`src/inc/pmc_pkg.sv`:
```
// Package of constants and types for the power mode controller
package pmc_pkg;
  // Power control register bit positions
  localparam int PCR_IDLE_BIT = 0;
  localparam int PCR_STOP_BIT = 1;
  localparam logic [1:0] PCR_RESET = 2'h0;
  // Power unit config bit positions
  localparam int PUC_SUSPEND_BIT = 0;
  localparam int PUC_SLEEP_BIT = 1;
  localparam logic [1:0] PUC_RESET = 2'h0;
  // Wake source bit positions (suspend and sleep)
  localparam int WK_TOUCH = 0;
  localparam int WK_RTC = 1;
  localparam int WK_PORT = 2;
  localparam int WK_I2C = 3;
  localparam int WK_PIN = 4;
  localparam int WK_W = 5;
  // Peripheral clock branches
  localparam int PCLK_W = 8;
  // Idle wake limit in cycles
  localparam int IDLE_WAKE_CYCLES = 2;
  localparam logic [1:0] WAKE_CNT_RESET = 2'h0;
  // Reset fetch address
  localparam logic [15:0] RESET_VECTOR = 16'h0000;
  // One-hot power modes
  typedef enum logic [6:0] {
    PMC_ACTIVE = 7'h01,
    PMC_LP_ACTIVE = 7'h02,
    PMC_IDLE = 7'h04,
    PMC_LP_IDLE = 7'h08,
    PMC_STOP = 7'h10,
    PMC_SUSPEND = 7'h20,
    PMC_SLEEP = 7'h40
  } pmc_mode_t;
endpackage : pmc_pkg

```
`src/inc/pmc_wake_if.sv`:
```
// Interface carrying wake requests from the wake combiner to the controller
`timescale 1ns/1ps
interface pmc_wake_if;
  logic irq_wake; // Any enabled interrupt
  logic susp_wake; // Suspend wake event
  logic sleep_wake; // Sleep wake event
  modport src (output irq_wake, output susp_wake, output sleep_wake);
  modport dst (input irq_wake, input susp_wake, input sleep_wake);
endinterface : pmc_wake_if

```
`src/hw/pmc_ctrl.sv`:
```
// Top of the power mode controller: mode sequencing and gating outputs
`timescale 1ns/1ps
module pmc_ctrl
  import pmc_pkg::*;
(
  // Clock and reset
  input wire logic i_sys_clk,
  input wire logic i_rst,
  // Supply monitor: high while supply is below threshold
  input wire logic i_supply_low,
  // Processor writes to power control and power unit config
  input wire logic i_pcr_wr,
  input wire logic [1:0] i_pcr_wdata,
  input wire logic i_puc_wr,
  input wire logic [1:0] i_puc_wdata,
  // Processor says the current instruction has finished
  input wire logic i_instr_done,
  // Low power clock tree mode request (nonzero enables it)
  input wire logic i_lp_clk_mode,
  // Peripheral clock requests and software enables
  input wire logic [PCLK_W-1:0] i_pclk_req,
  input wire logic [PCLK_W-1:0] i_pclk_en,
  // Wake sources
  input wire logic i_irq_any,
  input wire logic [WK_W-1:0] i_wake_src,
  // Register readback
  output logic [1:0] o_pcr,
  output logic [1:0] o_puc,
  // Core control
  output logic o_cpu_halt,
  output logic o_cpu_reset,
  output logic [15:0] o_reset_vector,
  output logic o_resume,
  // Clock and power gating
  output logic [PCLK_W-1:0] o_pclk_gate_en,
  output logic o_sysclk_en,
  output logic o_precision_osc_en,
  output logic o_internal_osc_en,
  output logic o_ext_osc_en,
  output logic o_rtc_osc_en,
  output logic o_core_supply_en,
  // Mode status
  output pmc_mode_t o_mode
);
  import pmc_pkg::*;

  // All state in one record
  typedef struct packed {
    pmc_mode_t mode; // Current power mode
    logic [1:0] pcr; // Power control bits
    logic [1:0] puc; // Power unit config bits
    logic pend; // A mode bit awaits instruction completion
    logic halt; // Processor halted
    logic creset; // Processor held in reset
    logic resume; // One-cycle resume pulse
    logic [PCLK_W-1:0] pgate; // Peripheral clock enables
    logic sysclk; // System clock running
    logic posc; // Precision oscillator
    logic iosc; // Other internal oscillators
    logic rtc; // Real time clock oscillator
    logic supply; // Core supply on
  } pmc_state_t;

  pmc_wake_if wk ();
  pmc_state_t st_reg;
  pmc_state_t st_next;
  logic any_reset; // Reset from pin or supply monitor

  // Wake source combining
  pmc_wake u_wake (
    .i_irq_any(i_irq_any),
    .i_wake_src(i_wake_src),
    .wk(wk)
  );

  assign any_reset = i_rst | i_supply_low;

  // Pick next mode once an instruction completes
  function automatic pmc_mode_t pmc_entry(input logic [1:0] pcr, input logic [1:0] puc,
                                          input logic lp);
    pmc_mode_t m;
    m = lp ? PMC_LP_ACTIVE : PMC_ACTIVE;
    // Priority keeps exactly one mode if several bits are set
    if (puc[PUC_SLEEP_BIT])
      m = PMC_SLEEP;
    else if (puc[PUC_SUSPEND_BIT])
      m = PMC_SUSPEND;
    else if (pcr[PCR_STOP_BIT])
      m = PMC_STOP;
    else if (pcr[PCR_IDLE_BIT])
      m = lp ? PMC_LP_IDLE : PMC_IDLE;
    return m;
  endfunction

  // Next state logic
  always_comb
  begin
    st_next = st_reg;
    st_next.resume = 1'b0;
    st_next.creset = 1'b0;
    // Software writes; the mode takes effect later
    if (i_pcr_wr)
    begin
      st_next.pcr = i_pcr_wdata;
      st_next.pend = |i_pcr_wdata;
    end
    if (i_puc_wr)
    begin
      st_next.puc = i_puc_wdata;
      st_next.pend = st_next.pend | (|i_puc_wdata);
    end
    unique case (st_reg.mode)
      PMC_ACTIVE, PMC_LP_ACTIVE:
      begin
        // wait for setting instruction to finish
        if (st_reg.pend && i_instr_done)
        begin
          // A write in the completing cycle stays pending, so it is not lost
          st_next.pend = (i_pcr_wr && (|i_pcr_wdata)) || (i_puc_wr && (|i_puc_wdata));
          st_next.mode = pmc_entry(st_reg.pcr, st_reg.puc, i_lp_clk_mode);
        end
        else if (!st_reg.pend)
        begin
          // entering or leaving low power active via clock mode
          st_next.mode = i_lp_clk_mode ? PMC_LP_ACTIVE : PMC_ACTIVE;
        end
      end
      PMC_IDLE, PMC_LP_IDLE:
      begin
        if (wk.irq_wake)
        begin
          st_next.pcr[PCR_IDLE_BIT] = 1'b0;
          st_next.resume = 1'b1;
          // low power idle wakes to low power active
          st_next.mode = (st_reg.mode == PMC_LP_IDLE) ? PMC_LP_ACTIVE : PMC_ACTIVE;
        end
      end
      PMC_STOP:
      begin
        st_next.mode = PMC_STOP;
      end
      PMC_SUSPEND:
      begin
        if (wk.susp_wake)
        begin
          st_next.puc[PUC_SUSPEND_BIT] = 1'b0;
          st_next.resume = 1'b1;
          st_next.mode = i_lp_clk_mode ? PMC_LP_ACTIVE : PMC_ACTIVE;
        end
      end
      PMC_SLEEP:
      begin
        if (wk.sleep_wake)
        begin
          st_next.puc[PUC_SLEEP_BIT] = 1'b0;
          st_next.resume = 1'b1;
          st_next.mode = i_lp_clk_mode ? PMC_LP_ACTIVE : PMC_ACTIVE;
        end
      end
      // Illegal code: fall back to normal active
      default:
        st_next.mode = PMC_ACTIVE;
    endcase
    // Gating derived from the mode being entered
    // halt only, program counter untouched
    // idle keeps peripherals and storage alive
    st_next.halt = (st_next.mode != PMC_ACTIVE) && (st_next.mode != PMC_LP_ACTIVE);
    // low power modes clock requesters only
    if (st_next.mode == PMC_LP_ACTIVE || st_next.mode == PMC_LP_IDLE)
      st_next.pgate = i_pclk_req & i_pclk_en;
    else if (st_next.mode == PMC_SUSPEND || st_next.mode == PMC_SLEEP)
      st_next.pgate = '0;
    else
      st_next.pgate = i_pclk_en;
    st_next.sysclk = (st_next.mode != PMC_SUSPEND) && (st_next.mode != PMC_SLEEP);
    st_next.posc = st_next.sysclk && (st_next.mode != PMC_STOP);
    st_next.iosc = st_next.sysclk;
    st_next.rtc = 1'b1;
    st_next.supply = (st_next.mode != PMC_SLEEP);
    if (any_reset)
    begin
      st_next = '0;
      st_next.mode = PMC_ACTIVE;
      st_next.pcr = PCR_RESET;
      st_next.puc = PUC_RESET;
      st_next.creset = 1'b1;
      st_next.pgate = i_pclk_en;
      st_next.sysclk = 1'b1;
      st_next.posc = 1'b1;
      st_next.iosc = 1'b1;
      st_next.rtc = 1'b1;
      st_next.supply = 1'b1;
    end
  end

  // State register; reset handled in the next-state logic
  always_ff @(posedge i_sys_clk)
  begin
    st_reg <= st_next;
  end

  // Outputs straight from state flip-flops, reset vector from a constant
  assign o_pcr = st_reg.pcr;
  assign o_puc = st_reg.puc;
  assign o_cpu_halt = st_reg.halt;
  assign o_cpu_reset = st_reg.creset;
  assign o_reset_vector = RESET_VECTOR;
  assign o_resume = st_reg.resume;
  assign o_pclk_gate_en = st_reg.pgate;
  assign o_sysclk_en = st_reg.sysclk;
  assign o_precision_osc_en = st_reg.posc;
  assign o_internal_osc_en = st_reg.iosc;
  // External oscillator kept in stop, off in suspend and sleep
  assign o_ext_osc_en = st_reg.iosc;
  assign o_rtc_osc_en = st_reg.rtc;
  assign o_core_supply_en = st_reg.supply;
  assign o_mode = st_reg.mode;
endmodule : pmc_ctrl

```
`src/hw/pmc_wake.sv`:
```
// Wake source combiner for the power mode controller
`timescale 1ns/1ps
module pmc_wake
  import pmc_pkg::*;
(
  // Raw sources
  input wire logic i_irq_any,
  input wire logic [WK_W-1:0] i_wake_src,
  // Combined wake requests
  pmc_wake_if.src wk
);
  // Suspend may wake on any source including touch sense
  // suspend wake sources
  assign wk.susp_wake = |i_wake_src;
  // Sleep has no touch sense converter powered, so it is ignored
  // sleep wake sources
  assign wk.sleep_wake = i_wake_src[WK_RTC] | i_wake_src[WK_PORT] | i_wake_src[WK_I2C]
    | i_wake_src[WK_PIN];
  // Any enabled interrupt ends either idle mode
  // interrupt wake
  assign wk.irq_wake = i_irq_any;
endmodule : pmc_wake

```
`config.mk`:
```
export PLATFORM = sky130hd
export DESIGN_NAME = pmc_ctrl
export DESIGN_NICKNAME = d
export VERILOG_FILES = /design/src/inc/pmc_pkg.sv /design/src/inc/pmc_wake_if.sv /design/src/hw/pmc_ctrl.sv /design/src/hw/pmc_wake.sv
export SDC_FILE = /design/constraint.sdc
export NUM_CORES = 1
export LEC_CHECK = 0
export BUFFER_PORTS_ARGS = -buffer_cell sky130_fd_sc_hd__buf_4
export CAP_MARGIN = 5
export CORE_MARGIN = 4
export CORE_UTILIZATION = 50
export DETAILED_ROUTE_END_ITERATION = 6
export GPL_ROUTABILITY_DRIVEN = 0
export PLACE_DENSITY = 0.9
export SLEW_MARGIN = 20
export SYNTH_ARGS = -nofsm -noshare
export SYNTH_HDL_FRONTEND = slang
export SYNTH_HIERARCHICAL = 1
export SYNTH_SLANG_ARGS = --single-unit
```
`constraint.sdc`:
```
create_clock -name i_sys_clk -period 3.3 [get_ports i_sys_clk]
set_input_delay 0.33 -clock i_sys_clk [delete_from_list [all_inputs] [get_ports i_sys_clk]]
set_output_delay 0.33 -clock i_sys_clk [all_outputs]
set_load 0.02 [all_outputs]
```
Word-level counts from Yosys, hierarchy flattened

Index checks and enable logic that the tools add are counted.

Input bits: 33
Logic and storage cells: 80
Register bits after elaboration: 27

Multiplexer cells: 31
Equal/unequal tests: 16
Reductions and logical operators: 14
Bitwise operators: 6

Operator list:

| cell                                                                    | number |
|---|---|
| 7-bit two-way mux                                                       | 6 |
| 7-bit case mux with 5 select lines                                      | 1 |
| 8-bit two-way mux                                                       | 2 |
| 15-bit two-way mux                                                      | 1 |
| 7-bit by 2-bit equality test with 1-bit output, second input constant   | 2 |
| 7-bit by 4-bit equality test with 1-bit output, second input constant   | 2 |
| 7-bit by 6-bit equality test with 1-bit output, second input constant   | 2 |
| 7-bit equality test, second input constant                              | 2 |
| 1-bit two-way mux                                                       | 13 |
| 8-bit AND                                                               | 1 |
| 4-bit two-way mux                                                       | 2 |
| 2-bit OR reduction                                                      | 4 |
| 7-bit by 1-bit equality test with 1-bit output, second input constant   | 1 |
| 7-bit by 3-bit equality test with 1-bit output, second input constant   | 1 |
| 7-bit by 5-bit equality test with 1-bit output, second input constant   | 1 |
| 7-bit by 1-bit inequality test with 1-bit output, second input constant | 1 |
| 7-bit by 2-bit inequality test with 1-bit output, second input constant | 1 |
| 7-bit by 5-bit inequality test with 1-bit output, second input constant | 1 |
| 7-bit by 6-bit inequality test with 1-bit output, second input constant | 1 |
| 7-bit inequality test, second input constant                            | 1 |
| 1-bit logical AND                                                       | 6 |
| 6-bit two-way mux                                                       | 1 |
| 5-bit two-way mux                                                       | 1 |
| 1-bit bitwise OR                                                        | 5 |
| other kinds (5)                                                         | 8 |

Longest topological paths before layout

Gate-level depths: netlist (run 1).

Word-level depth: 12
Depth in mapped cells: 7
Depth with buffers taken out: 7

Modules after synthesis

The synthesis (run 1) kept the hierarchy.

By module, submodules not included:

| module   | cells each | seq. area each (µm²) | times used | area each (µm²) |
|---|---|---|---|---|
| pmc_ctrl | 190        | 520.5                | 1          | 1669.1 |
| pmc_wake | 3          | 0.0                  | 1          | 25.0 |

Least setup slack after synthesis (run 1)

OpenSTA, ideal clock, no wires.

Path kind: input-to-reg
From: in i_wake_src[1]
To: reg st_reg (netlist bit o_pclk_gate_en[0])
Stages on the path: 7
Slack: 1.059 ns
Path buffers: 0
Data arrival time: 2.162 ns
Path through: or4_4 or2_1 mux2i_1 o22ai_1 o2bb2ai_2 o31a_4 a211oi_2

RTL lines:

| item                   | RTL line        | source |
|---|---|---|
| start: declaration     | pmc_ctrl.sv:25  | `input wire logic [WK_W-1:0] i_wake_src,` |
| end signal: assignment | pmc_ctrl.sv:199 | `st_reg <= st_next;` |
| end: declaration       | pmc_ctrl.sv:65  | `pmc_state_t st_reg;` |

==> results.sh, run 1 <==
export IMPL_powerDensity_mw_per_mm2=307
export IMPL_relSlewSlack_pct=63.3
export IMPL_numCtsBuffers=3
export IMPL_fp_dieH_um=66.2
export IMPL_period_share_pct=65.7
export IMPL_grt_ovfl_total=0
export IMPL_drc_errors=0
export IMPL_crit_required_ps=3540
export IMPL_htreeDepth=1
export IMPL_start_util_pct=53.7
export IMPL_grt_max_degree=14
export IMPL_cts_tree="built"
export IMPL_max_freq_mhz=461
export IMPL_async_reset_ff_share_pct=0
export IMPL_setup_viol=0
export IMPL_routed_top_layer="met4"
export IMPL_path_class="input pin to flop"
export IMPL_p_total_uw=599
export IMPL_finalClockSkew_ps=4.29
export IMPL_num_rows=20
export IMPL_peakVddDrop_mv=0.177
export IMPL_netlist_area_mm2=0.00169
export IMPL_met1_length_mm=1.40
export IMPL_fill_cells=273
export IMPL_cap_violations=0
export IMPL_pin_count=77
export IMPL_clock_latency_ps=310
export IMPL_critPathArrivalTime_ps=2400
export IMPL_worst_pin_slew_ps=548
export IMPL_antenna_found_initial=0
export IMPL_area_growth_pct=15.3
export IMPL_vias=1330
export IMPL_drtIter0Drc=94
export IMPL_maxSlewViolCount=0
export IMPL_die_area_mm2=0.00438
export IMPL_critPathCaptureType="flop"
export IMPL_power_leakage_nw=0.945
export IMPL_largest_reg_flops=8
export IMPL_setup_tns_ps=0
export IMPL_cts_sinks=26
export IMPL_crit_path_start_kind="input pin"
export IMPL_core_area_mm2=0.00315
export IMPL_cts_hold_buffers=0
export IMPL_hp_class="input pin to flop"
export IMPL_ys_warnings_count=6
export IMPL_final_nets=262
export IMPL_yosysTopAreaCell="dfxtp_1"
export IMPL_ys_seq_elements=26
export IMPL_post_drt_wl_per_cell_um=12.9
export IMPL_cts_root_buf="clkbuf_4"
export IMPL_grt_pass1_vias=1202
export IMPL_final_common_cell="buf_4"
export IMPL_grt_pass1_wl_mm=5.35
export IMPL_post_cts_buffers=0
export IMPL_layout_common_cells="buf_4 (59), dfxtp_1 (26), inv_1 (20), conb_1 (17), nor2_1 (13)"
export IMPL_path_clk_slew_ps=130
export IMPL_port_buffer_count=59
export IMPL_clockBufferDepth=2
export IMPL_worstPathMaxFanout=8
export IMPL_n_antenna_cell=0
export IMPL_netlist_area_leader_share_pct=30.7
export IMPL_grt_usage_pct=15.7
export IMPL_ys_seq_area_share_pct=30.7
export IMPL_outcome="finished, final reports clean"
export IMPL_netlist_top_cells_area="dfxtp_1 (31%), buf_4 (17%), a211oi_2 (6.6%)"
export IMPL_drtAntennaViolNets=0
export IMPL_dp_hpwl_mm=2.84
export IMPL_synth_edf_count=0
export IMPL_viasPerCell=4.91
export IMPL_wl_met3_um=275
export IMPL_cts_resized=0
export IMPL_avgSynthCellArea_um2=8.78
export IMPL_finalHoldViolations=0
export IMPL_post_route_min_period_ps=2170
export IMPL_routed_wl_mm=3.50
export IMPL_drive_above_1_share_pct=37.4
export IMPL_synth_ff_type="dfxtp_1"
export IMPL_met2WireLength_mm=1.78
export IMPL_synth_cell_types=50
export IMPL_fp_dieW_um=66.2
export IMPL_postSynthCellCount=193
export IMPL_rsz0062_at_grt="false"
export IMPL_multi_input_area_um2=830
export IMPL_firstDrtPassIters=4
export IMPL_regArea_um2=520
[routing by layer]
layer | vias up | track usage (%)
met3 | 4 | 3.23
met5 | - | 0
met1 | 604 | 18.6
met4 | 0 | 6.35
li1 | 667 | -
met2 | 55 | 27.3
[worst max-delay path: stages]
cell and delay, ps:
buf_4 110, or4_4 570, or2_1 300, mux2i_1 170
o22ai_1 120, o2bb2ai_2 160, o31a_4 420, a211oi_2 230
[Yosys cell counts, types with 3 or more instances]
master	instances
buf_4	39
dfxtp_1	26
inv_1	20
nor2_1	13
a211oi_2	9
nand3_1	6
o21ai_0	6
mux2i_1	5
nand2b_1	5
a21oi_1	4
nor2b_1	4
and3_1	3
nand2_1	3
nand3b_1	3
nor3_1	3
[stage by stage]
stage               std cells  worst slack (ps)  util, %  hold slack, ps  instance area (um^2)
floorplan                 208              1060        -             454                  1750
global placement          268               884     61.2             568                  1930
detailed placement        268               811     61.2             566                  1930
CTS                       271              1140     61.9             231                  1950
global route              271              1070     61.9             219                  1950
finish                    271              1130     61.9             236                  1950
[power breakdown]
group	leakage [nW]	internal, mW	switching, mW
combinational	0.718	0.0630	0.0754
clock	0.0138	0.0426	0.0834
sequential	0.214	0.326	0.00946
[logic make-up after synthesis]
family	synth area share, %
XOR/XNOR	1.03
flip-flops	30.7
AO/OA/AOI/OAI	19.7
other	0.443
buffers and inverters	23.6
AND/OR/NAND/NOR	20.8
multiplexers	3.62
[area by class of cell]
type	count	area share, %
clock buffer	3	1.15
inverter	22	4.23
tap	44	2.82
multi-input combinational	117	42.5
timing repair buffer	59	22.7
sequential	26	26.6
[path summary, 6_finish.rpt]
check                     start                end  slack [ps]  cells after the start
setup / recovery  i_wake_src[1]  o_pclk_gate_en[1]        1130                      8
hold / removal     i_pclk_en[3]  o_pclk_gate_en[3]         240                      3
setup reg to reg      o_mode[1]  o_pclk_gate_en[7]        1450                      5
hold reg to reg        o_pcr[1]           o_pcr[1]         580                      2
(Power assumes the default switching activity.)
==> run 2: changes to the inputs <==
--- a/config.mk
+++ b/config.mk
@@ -5,13 +5,14 @@
 export SDC_FILE = /design/constraint.sdc
 export NUM_CORES = 1
 export LEC_CHECK = 0
+export ABC_AREA = 1
 export BUFFER_PORTS_ARGS = -buffer_cell sky130_fd_sc_hd__buf_4
 export CAP_MARGIN = 5
 export CORE_MARGIN = 4
-export CORE_UTILIZATION = 50
+export CORE_UTILIZATION = 47
 export DETAILED_ROUTE_END_ITERATION = 6
 export GPL_ROUTABILITY_DRIVEN = 0
-export PLACE_DENSITY = 0.9
+export PLACE_DENSITY = 0.86
 export SLEW_MARGIN = 20
 export SYNTH_ARGS = -nofsm -noshare
 export SYNTH_HDL_FRONTEND = slang
==> constraint.sdc (replaced) <==
create_clock -name i_sys_clk -period 2.11 [get_ports i_sys_clk]
set_input_delay 0.211 -clock i_sys_clk [delete_from_list [all_inputs] [get_ports i_sys_clk]]
set_output_delay 0.211 -clock i_sys_clk [all_outputs]
set_load 0.02 [all_outputs]
==> run 2 against run 1 <==
  * Design area grew 6.2%
  * Largest power group unchanged
  * Critical path type is now flop to flop
  * Clock skew is 1.4 ps higher
  * Register-to-register slack got worse by 930 ps
==> results.sh, run 2 <==
export IMPL_drtAntennaViolNets=0
export IMPL_area_growth_pct=19.6
export IMPL_vias=1584
export IMPL_grt_usage_pct=17.1
export IMPL_grt_pass1_wl_mm=6.12
export IMPL_final_util_pct=60.2
export IMPL_firstDrtPassIters=5
export IMPL_n_antenna_cell=0
export IMPL_dp_hpwl_mm=3.25
export IMPL_cts_tree="built"
export IMPL_grt_max_degree=16
export IMPL_crit_required_ps=2320
export IMPL_cts_sinks=26
export IMPL_post_drt_wl_per_cell_um=12.3
export IMPL_synth_cell_types=30
export IMPL_final_common_cell="buf_4"
export IMPL_largest_reg_flops=8
export IMPL_drtIter0Drc=115
export IMPL_crit_path_start_kind="flop"
export IMPL_critPathArrivalTime_ps=1800
export IMPL_multi_input_area_um2=808
export IMPL_netlist_area_leader_share_pct=30.0
export IMPL_cap_violations=0
export IMPL_synth_common_cells="nand2_1 (42), buf_4 (39), inv_1 (34)"
export IMPL_htreeDepth=1
export IMPL_cts_resized=0
export IMPL_finalHoldViolations=0
export IMPL_core_area_mm2=0.00344
export IMPL_synth_edf_count=0
export IMPL_netlist_top_cells_area="dfxtp_1 (30%), buf_4 (17%), nand2_1 (9.1%)"
export IMPL_avgSynthCellArea_um2=7.05
export IMPL_numCtsBuffers=3
export IMPL_drc_errors=0
export IMPL_cts_hold_buffers=0
export IMPL_critPathCaptureType="flop"
export IMPL_fp_dieH_um=68.7
export IMPL_path_clk_slew_ps=90
export IMPL_regArea_um2=520
export IMPL_power_leakage_nw=1.09
export IMPL_ys_seq_elements=26
export IMPL_outcome="finished, final reports clean"
export IMPL_fill_cells=324
export IMPL_hp_class="input pin to flop"
export IMPL_period_share_pct=75.4
export IMPL_drive_above_1_share_pct=35.1
export IMPL_powerDensity_mw_per_mm2=585
export IMPL_peakVddDrop_mv=0.353
export IMPL_viasPerCell=4.79
export IMPL_port_buffer_count=59
export IMPL_postSynthCellCount=246
export IMPL_layout_common_cells="buf_4 (60), nand2_1 (42), inv_1 (34), dfxtp_1 (26), nor2_1 (21)"
export IMPL_worstPathMaxFanout=9
export IMPL_cts_root_buf="clkbuf_8"
export IMPL_ys_seq_area_share_pct=30.0
export IMPL_synth_ff_type="dfxtp_1"
export IMPL_die_area_mm2=0.00473
export IMPL_setup_viol=0
export IMPL_start_util_pct=50.4
export IMPL_clockBufferDepth=2
export IMPL_grt_ovfl_total=0
export IMPL_num_rows=21
export IMPL_fp_dieW_um=68.7
export IMPL_synth_most_common_cell="nand2_1"
export IMPL_async_reset_ff_share_pct=0
export IMPL_finalClockSkew_ps=5.74
export IMPL_path_class="flop to flop"
export IMPL_post_cts_buffers=0
export IMPL_p_total_mw=1.21
export IMPL_place_area_mm2=0.00200
export IMPL_setup_tns_ps=0
export IMPL_final_nets=319
export IMPL_routed_wl_mm=4.06
export IMPL_pin_count=77
export IMPL_ys_warnings_count=6
export IMPL_grt_pass1_vias=1422
export IMPL_final_area_mm2=0.00207
export IMPL_maxSlewViolCount=0
export IMPL_rsz0062_at_grt="false"
export IMPL_yosysTopAreaCell="dfxtp_1"
export IMPL_clock_latency_ps=270
export IMPL_max_freq_mhz=628
export IMPL_post_route_min_period_ps=1590
export IMPL_antenna_found_initial=0
export IMPL_netlist_area_mm2=0.00173
## run 2: power breakdown
group | total, mW | internal [mW] | switching [mW] | leakage (nW)
clock | 0.413 | 0.254 | 0.159 | 0.0357
combinational | 0.274 | 0.108 | 0.166 | 0.840
sequential | 0.526 | 0.512 | 0.0134 | 0.214
total | 1.21 | 0.874 | 0.339 | 1.09
## run 2: cell families after synthesis
kind of cell	count (synthesis)	share of synthesized area, %
DFF	26	30.0
AOI/OAI and AO/OA	28	10.5
other	2	0.433
muxes	1	0.577
and+or+nand+nor	105	31.9
buffers and inverters	84	26.6
## run 2: layer usage
layer | up-vias | GRT usage [%] | part of all wire, %
met1 | 723 | 22.0 | 40
met2 | 69 | 28.1 | 51
met3 | 9 | 2.59 | 7.2
met4 | 0 | 7.30 | 1.9
li1 | 783 | - | -
met5 | - | 0 | 0
## run 2: path summary, 6_finish.rpt
kind                     start  cells after the start  slack, ps           endpoint
setup / recovery    st_reg[16]                     12        520  o_pclk_gate_en[2]
setup reg to reg    st_reg[16]                     12        520  o_pclk_gate_en[2]
hold / removal    i_pclk_en[1]                      3        160  o_pclk_gate_en[1]
hold reg to reg       o_pcr[1]                      2        520           o_pcr[1]
## run 2: final cells by class
cell class              instances  share of cell area [%]
repair buffers                 60                    21.7
inverters                      44                    7.97
clock inverters                 1                    1.45
clock buffers                   3                    1.99
well taps                      46                    2.78
flip-flops and latches         26                    25.1
multi-input cells             151                    39.0
## run 2: through the flow
step	hold WS [ps]	std cells	setup WS (ps)
floorplan	333	261	746
global placement	438	327	526
detailed placement	442	327	461
CTS	159	331	543
global route	154	331	351
finish	158	331	518
## run 2: critical path, cell delays in order (launching register included)
cell and delay [ps]:
dfxtp_1 500, inv_2 80, nand2_2 70, nand2_1 50, nand2_1 50, nand2_1 60
nand2_1 80, inv_2 50, nor2_4 160, nand2_4 120, nand2_4 100, nand2_8 80
a21oi_2 120
==> run 3: changes to the inputs <==
--- a/config.mk
+++ b/config.mk
@@ -9,10 +9,10 @@
 export BUFFER_PORTS_ARGS = -buffer_cell sky130_fd_sc_hd__buf_4
 export CAP_MARGIN = 5
 export CORE_MARGIN = 4
-export CORE_UTILIZATION = 47
+export CORE_UTILIZATION = 43
 export DETAILED_ROUTE_END_ITERATION = 6
 export GPL_ROUTABILITY_DRIVEN = 0
-export PLACE_DENSITY = 0.86
+export PLACE_DENSITY = 0.83
 export SLEW_MARGIN = 20
 export SYNTH_ARGS = -nofsm -noshare
 export SYNTH_HDL_FRONTEND = slang
==> constraint.sdc (replaced) <==
create_clock -name i_sys_clk -period 1.3 [get_ports i_sys_clk]
set_input_delay 0.13 -clock i_sys_clk [delete_from_list [all_inputs] [get_ports i_sys_clk]]
set_output_delay 0.13 -clock i_sys_clk [all_outputs]
set_load 0.02 [all_outputs]
==> run 3 against run 2 <==
  * The flow now finishes with violations (setup timing)
  * Sequential cell count stayed put
  * Largest power group unchanged
  * Global-route usage is 0.70 points higher
  * Sequential share of layout area is 3.1 points lower
  * First-iteration DRC count is 31% lower
  * Critical path depth is 1 lower
  * Register-to-register slack worse by 730 ps
  * Design area is 21% higher
  * Die area is 8.2% higher
  * Largest cell class unchanged
  * Total power is 71% higher
  * Clock skew is 3.1 ps lower
  * Non-clock buffer count is 30 higher
==> results.sh, run 3 (synthesis results as in run 2) <==
export IMPL_outcome="complete, but fails checks"
export IMPL_violations="setup timing"
export IMPL_multi_input_area_um2=945
export IMPL_crit_required_ps=1510
export IMPL_pin_count=77
export IMPL_grt_usage_pct=17.8
export IMPL_cp_top_family="simple AND/OR/NAND/NOR gates"
export IMPL_maxSlewViolCount=0
export IMPL_worstPathMaxFanout=6
export IMPL_fin_ws_ps=-211
export IMPL_switching_share_pct=29.1
export IMPL_period_share_pct=116
export IMPL_power_leakage_nw=1.29
export IMPL_cp_common_cell="nand2_2"
export IMPL_rsz0062_at_grt="true"
export IMPL_largest_reg_flops=8
export IMPL_drive_above_1_share_pct=53.8
export IMPL_clockBufferDepth=2
export IMPL_p_total_mw=2.07
export IMPL_combinationalPowerShare_pct=26.6
export IMPL_core_area_mm2=0.00377
export IMPL_dp_slack_ps=-185
export IMPL_final_util_pct=66.4
export IMPL_final_nets=350
export IMPL_fill_cells=293
export IMPL_routed_wl_mm=4.84
export IMPL_cts_sinks=26
export IMPL_hp_class="input pin to flop"
export IMPL_stdcell_count=364
export IMPL_clkPwrFrac_pct=32.5
export IMPL_grt_ovfl_total=0
export IMPL_power_frac_seq_pct=40.9
export IMPL_cap_violations=0
export IMPL_path_class="flop to flop"
export IMPL_drtAntennaViolNets=0
export IMPL_n_antenna_cell=0
export IMPL_htreeDepth=1
export IMPL_viasPerCell=4.70
export IMPL_cts_root_buf="clkbuf_8"
export IMPL_antenna_found_initial=0
export IMPL_final_common_cell="buf_4"
export IMPL_setup_viol=18
export IMPL_crit_buf_inv=2
export IMPL_grt_max_degree=16
export IMPL_setup_tns_ps=-2200
export IMPL_clock_latency_ps=270
export IMPL_dp_cells=352
export IMPL_cts_hold_buffers=0
export IMPL_regArea_um2=551
export IMPL_switching_power_uw=602
export IMPL_powerDensity_mw_per_mm2=826
export IMPL_critPathCaptureType="flop"
export IMPL_crit_path_start_kind="flop"
export IMPL_peakVddDrop_mv=0.563
export IMPL_start_util_pct=46.0
export IMPL_drc_errors=0
export IMPL_port_buffer_count=59
export IMPL_cts_tree="built"
export IMPL_fp_dieW_um=71.5
export IMPL_vias=1712
export IMPL_grt_pass1_wl_mm=7.31
export IMPL_layout_common_cells="buf_4 (86), inv_1 (31), nand2_1 (29), conb_1 (17)"
export IMPL_num_rows=22
export IMPL_grt_pass1_vias=1633
export IMPL_finalHoldViolations=0
export IMPL_firstDrtPassIters=4
export IMPL_post_route_min_period_ps=1510
export IMPL_critPathArrivalTime_ps=1720
export IMPL_max_freq_mhz=662
export IMPL_path_clk_slew_ps=90
export IMPL_slowest_stage="dfxtp_4"
export IMPL_cp_slowest_stage_delay_ps=390
export IMPL_finalClockSkew_ps=2.68
export IMPL_fp_dieH_um=71.5
export IMPL_post_drt_wl_per_cell_um=13.3
export IMPL_crit_chain="nand2_2 -> nor2_4 -> nand3_2 -> nand2_2 -> nand2_2 -> nand2_2 -> inv_4 -> nand2_4 -> buf_4 -> nand2_1 -> a21oi_2"
export IMPL_drtIter0Drc=79
export IMPL_numCtsBuffers=3
export IMPL_area_growth_pct=44.4
export IMPL_die_area_mm2=0.00511
export IMPL_dp_hpwl_mm=3.48
export IMPL_intPower_mw=1.47
run 3: stage by stage:
| stage | cell area (um^2) | hold WS (ps) |
|---|---|---|
| after global routing | 2500 | 68.4 |
| after detailed placement | 2210 | 360 |
| after floorplan | 1830 | 252 |
| after global placement | 2210 | 356 |
| final | 2500 | 75.0 |
| after CTS | 2350 | 79.1 |
run 3: repair_timing:
item,CTS,global route
gates resized for setup,21,36
gates cloned,1,0
setup endpoints to repair,11,21
buffers inserted,1,6
pin swaps,6,22
run 3: tightest hold or removal path, delay by kind of cell:
kind                   cells  cell delay, ps
AO/OA/AOI/OAI              1              80
buffers and inverters      2             110
run 3: layout make-up:
type	instances	area share [%]
inverters	44	7.49
clock buffers	3	1.65
flip-flops and latches	26	22.0
multi-input cells	152	37.7
repair buffers	90	27.6
well taps	48	2.40
clock inverters	1	1.20
run 3: routing by layer:
layer / part of all wire (%) / GRT usage [%]
met5: 0 / 0
met1: 36 / 21.0
met3: 8.5 / 3.37
met2: 53 / 31.6
met4: 3.1 / 6.68
run 3: worst paths after layout:
check | startpoint | endpoint | slack, ps | cells past startpoint
worst max-delay path | st_reg[16] | o_pclk_gate_en[3] | -210 | 11
worst min-delay path | i_pclk_en[0] | o_pclk_gate_en[0] | 80 | 3
worst max register to register | st_reg[16] | o_pclk_gate_en[3] | -210 | 11
worst min register to register | o_mode[2] | o_mode[2] | 590 | 2
run 3: power by group through the flow:
stage                     Sequential [mW]  Combinational, mW  Clock, mW
after CTS                           0.849              0.503      0.672
after global routing                0.850              0.595      0.718
after global placement              0.869              0.468          0
final                               0.846              0.550      0.673
after detailed placement            0.872              0.479          0
after floorplan                     0.874              0.350          0
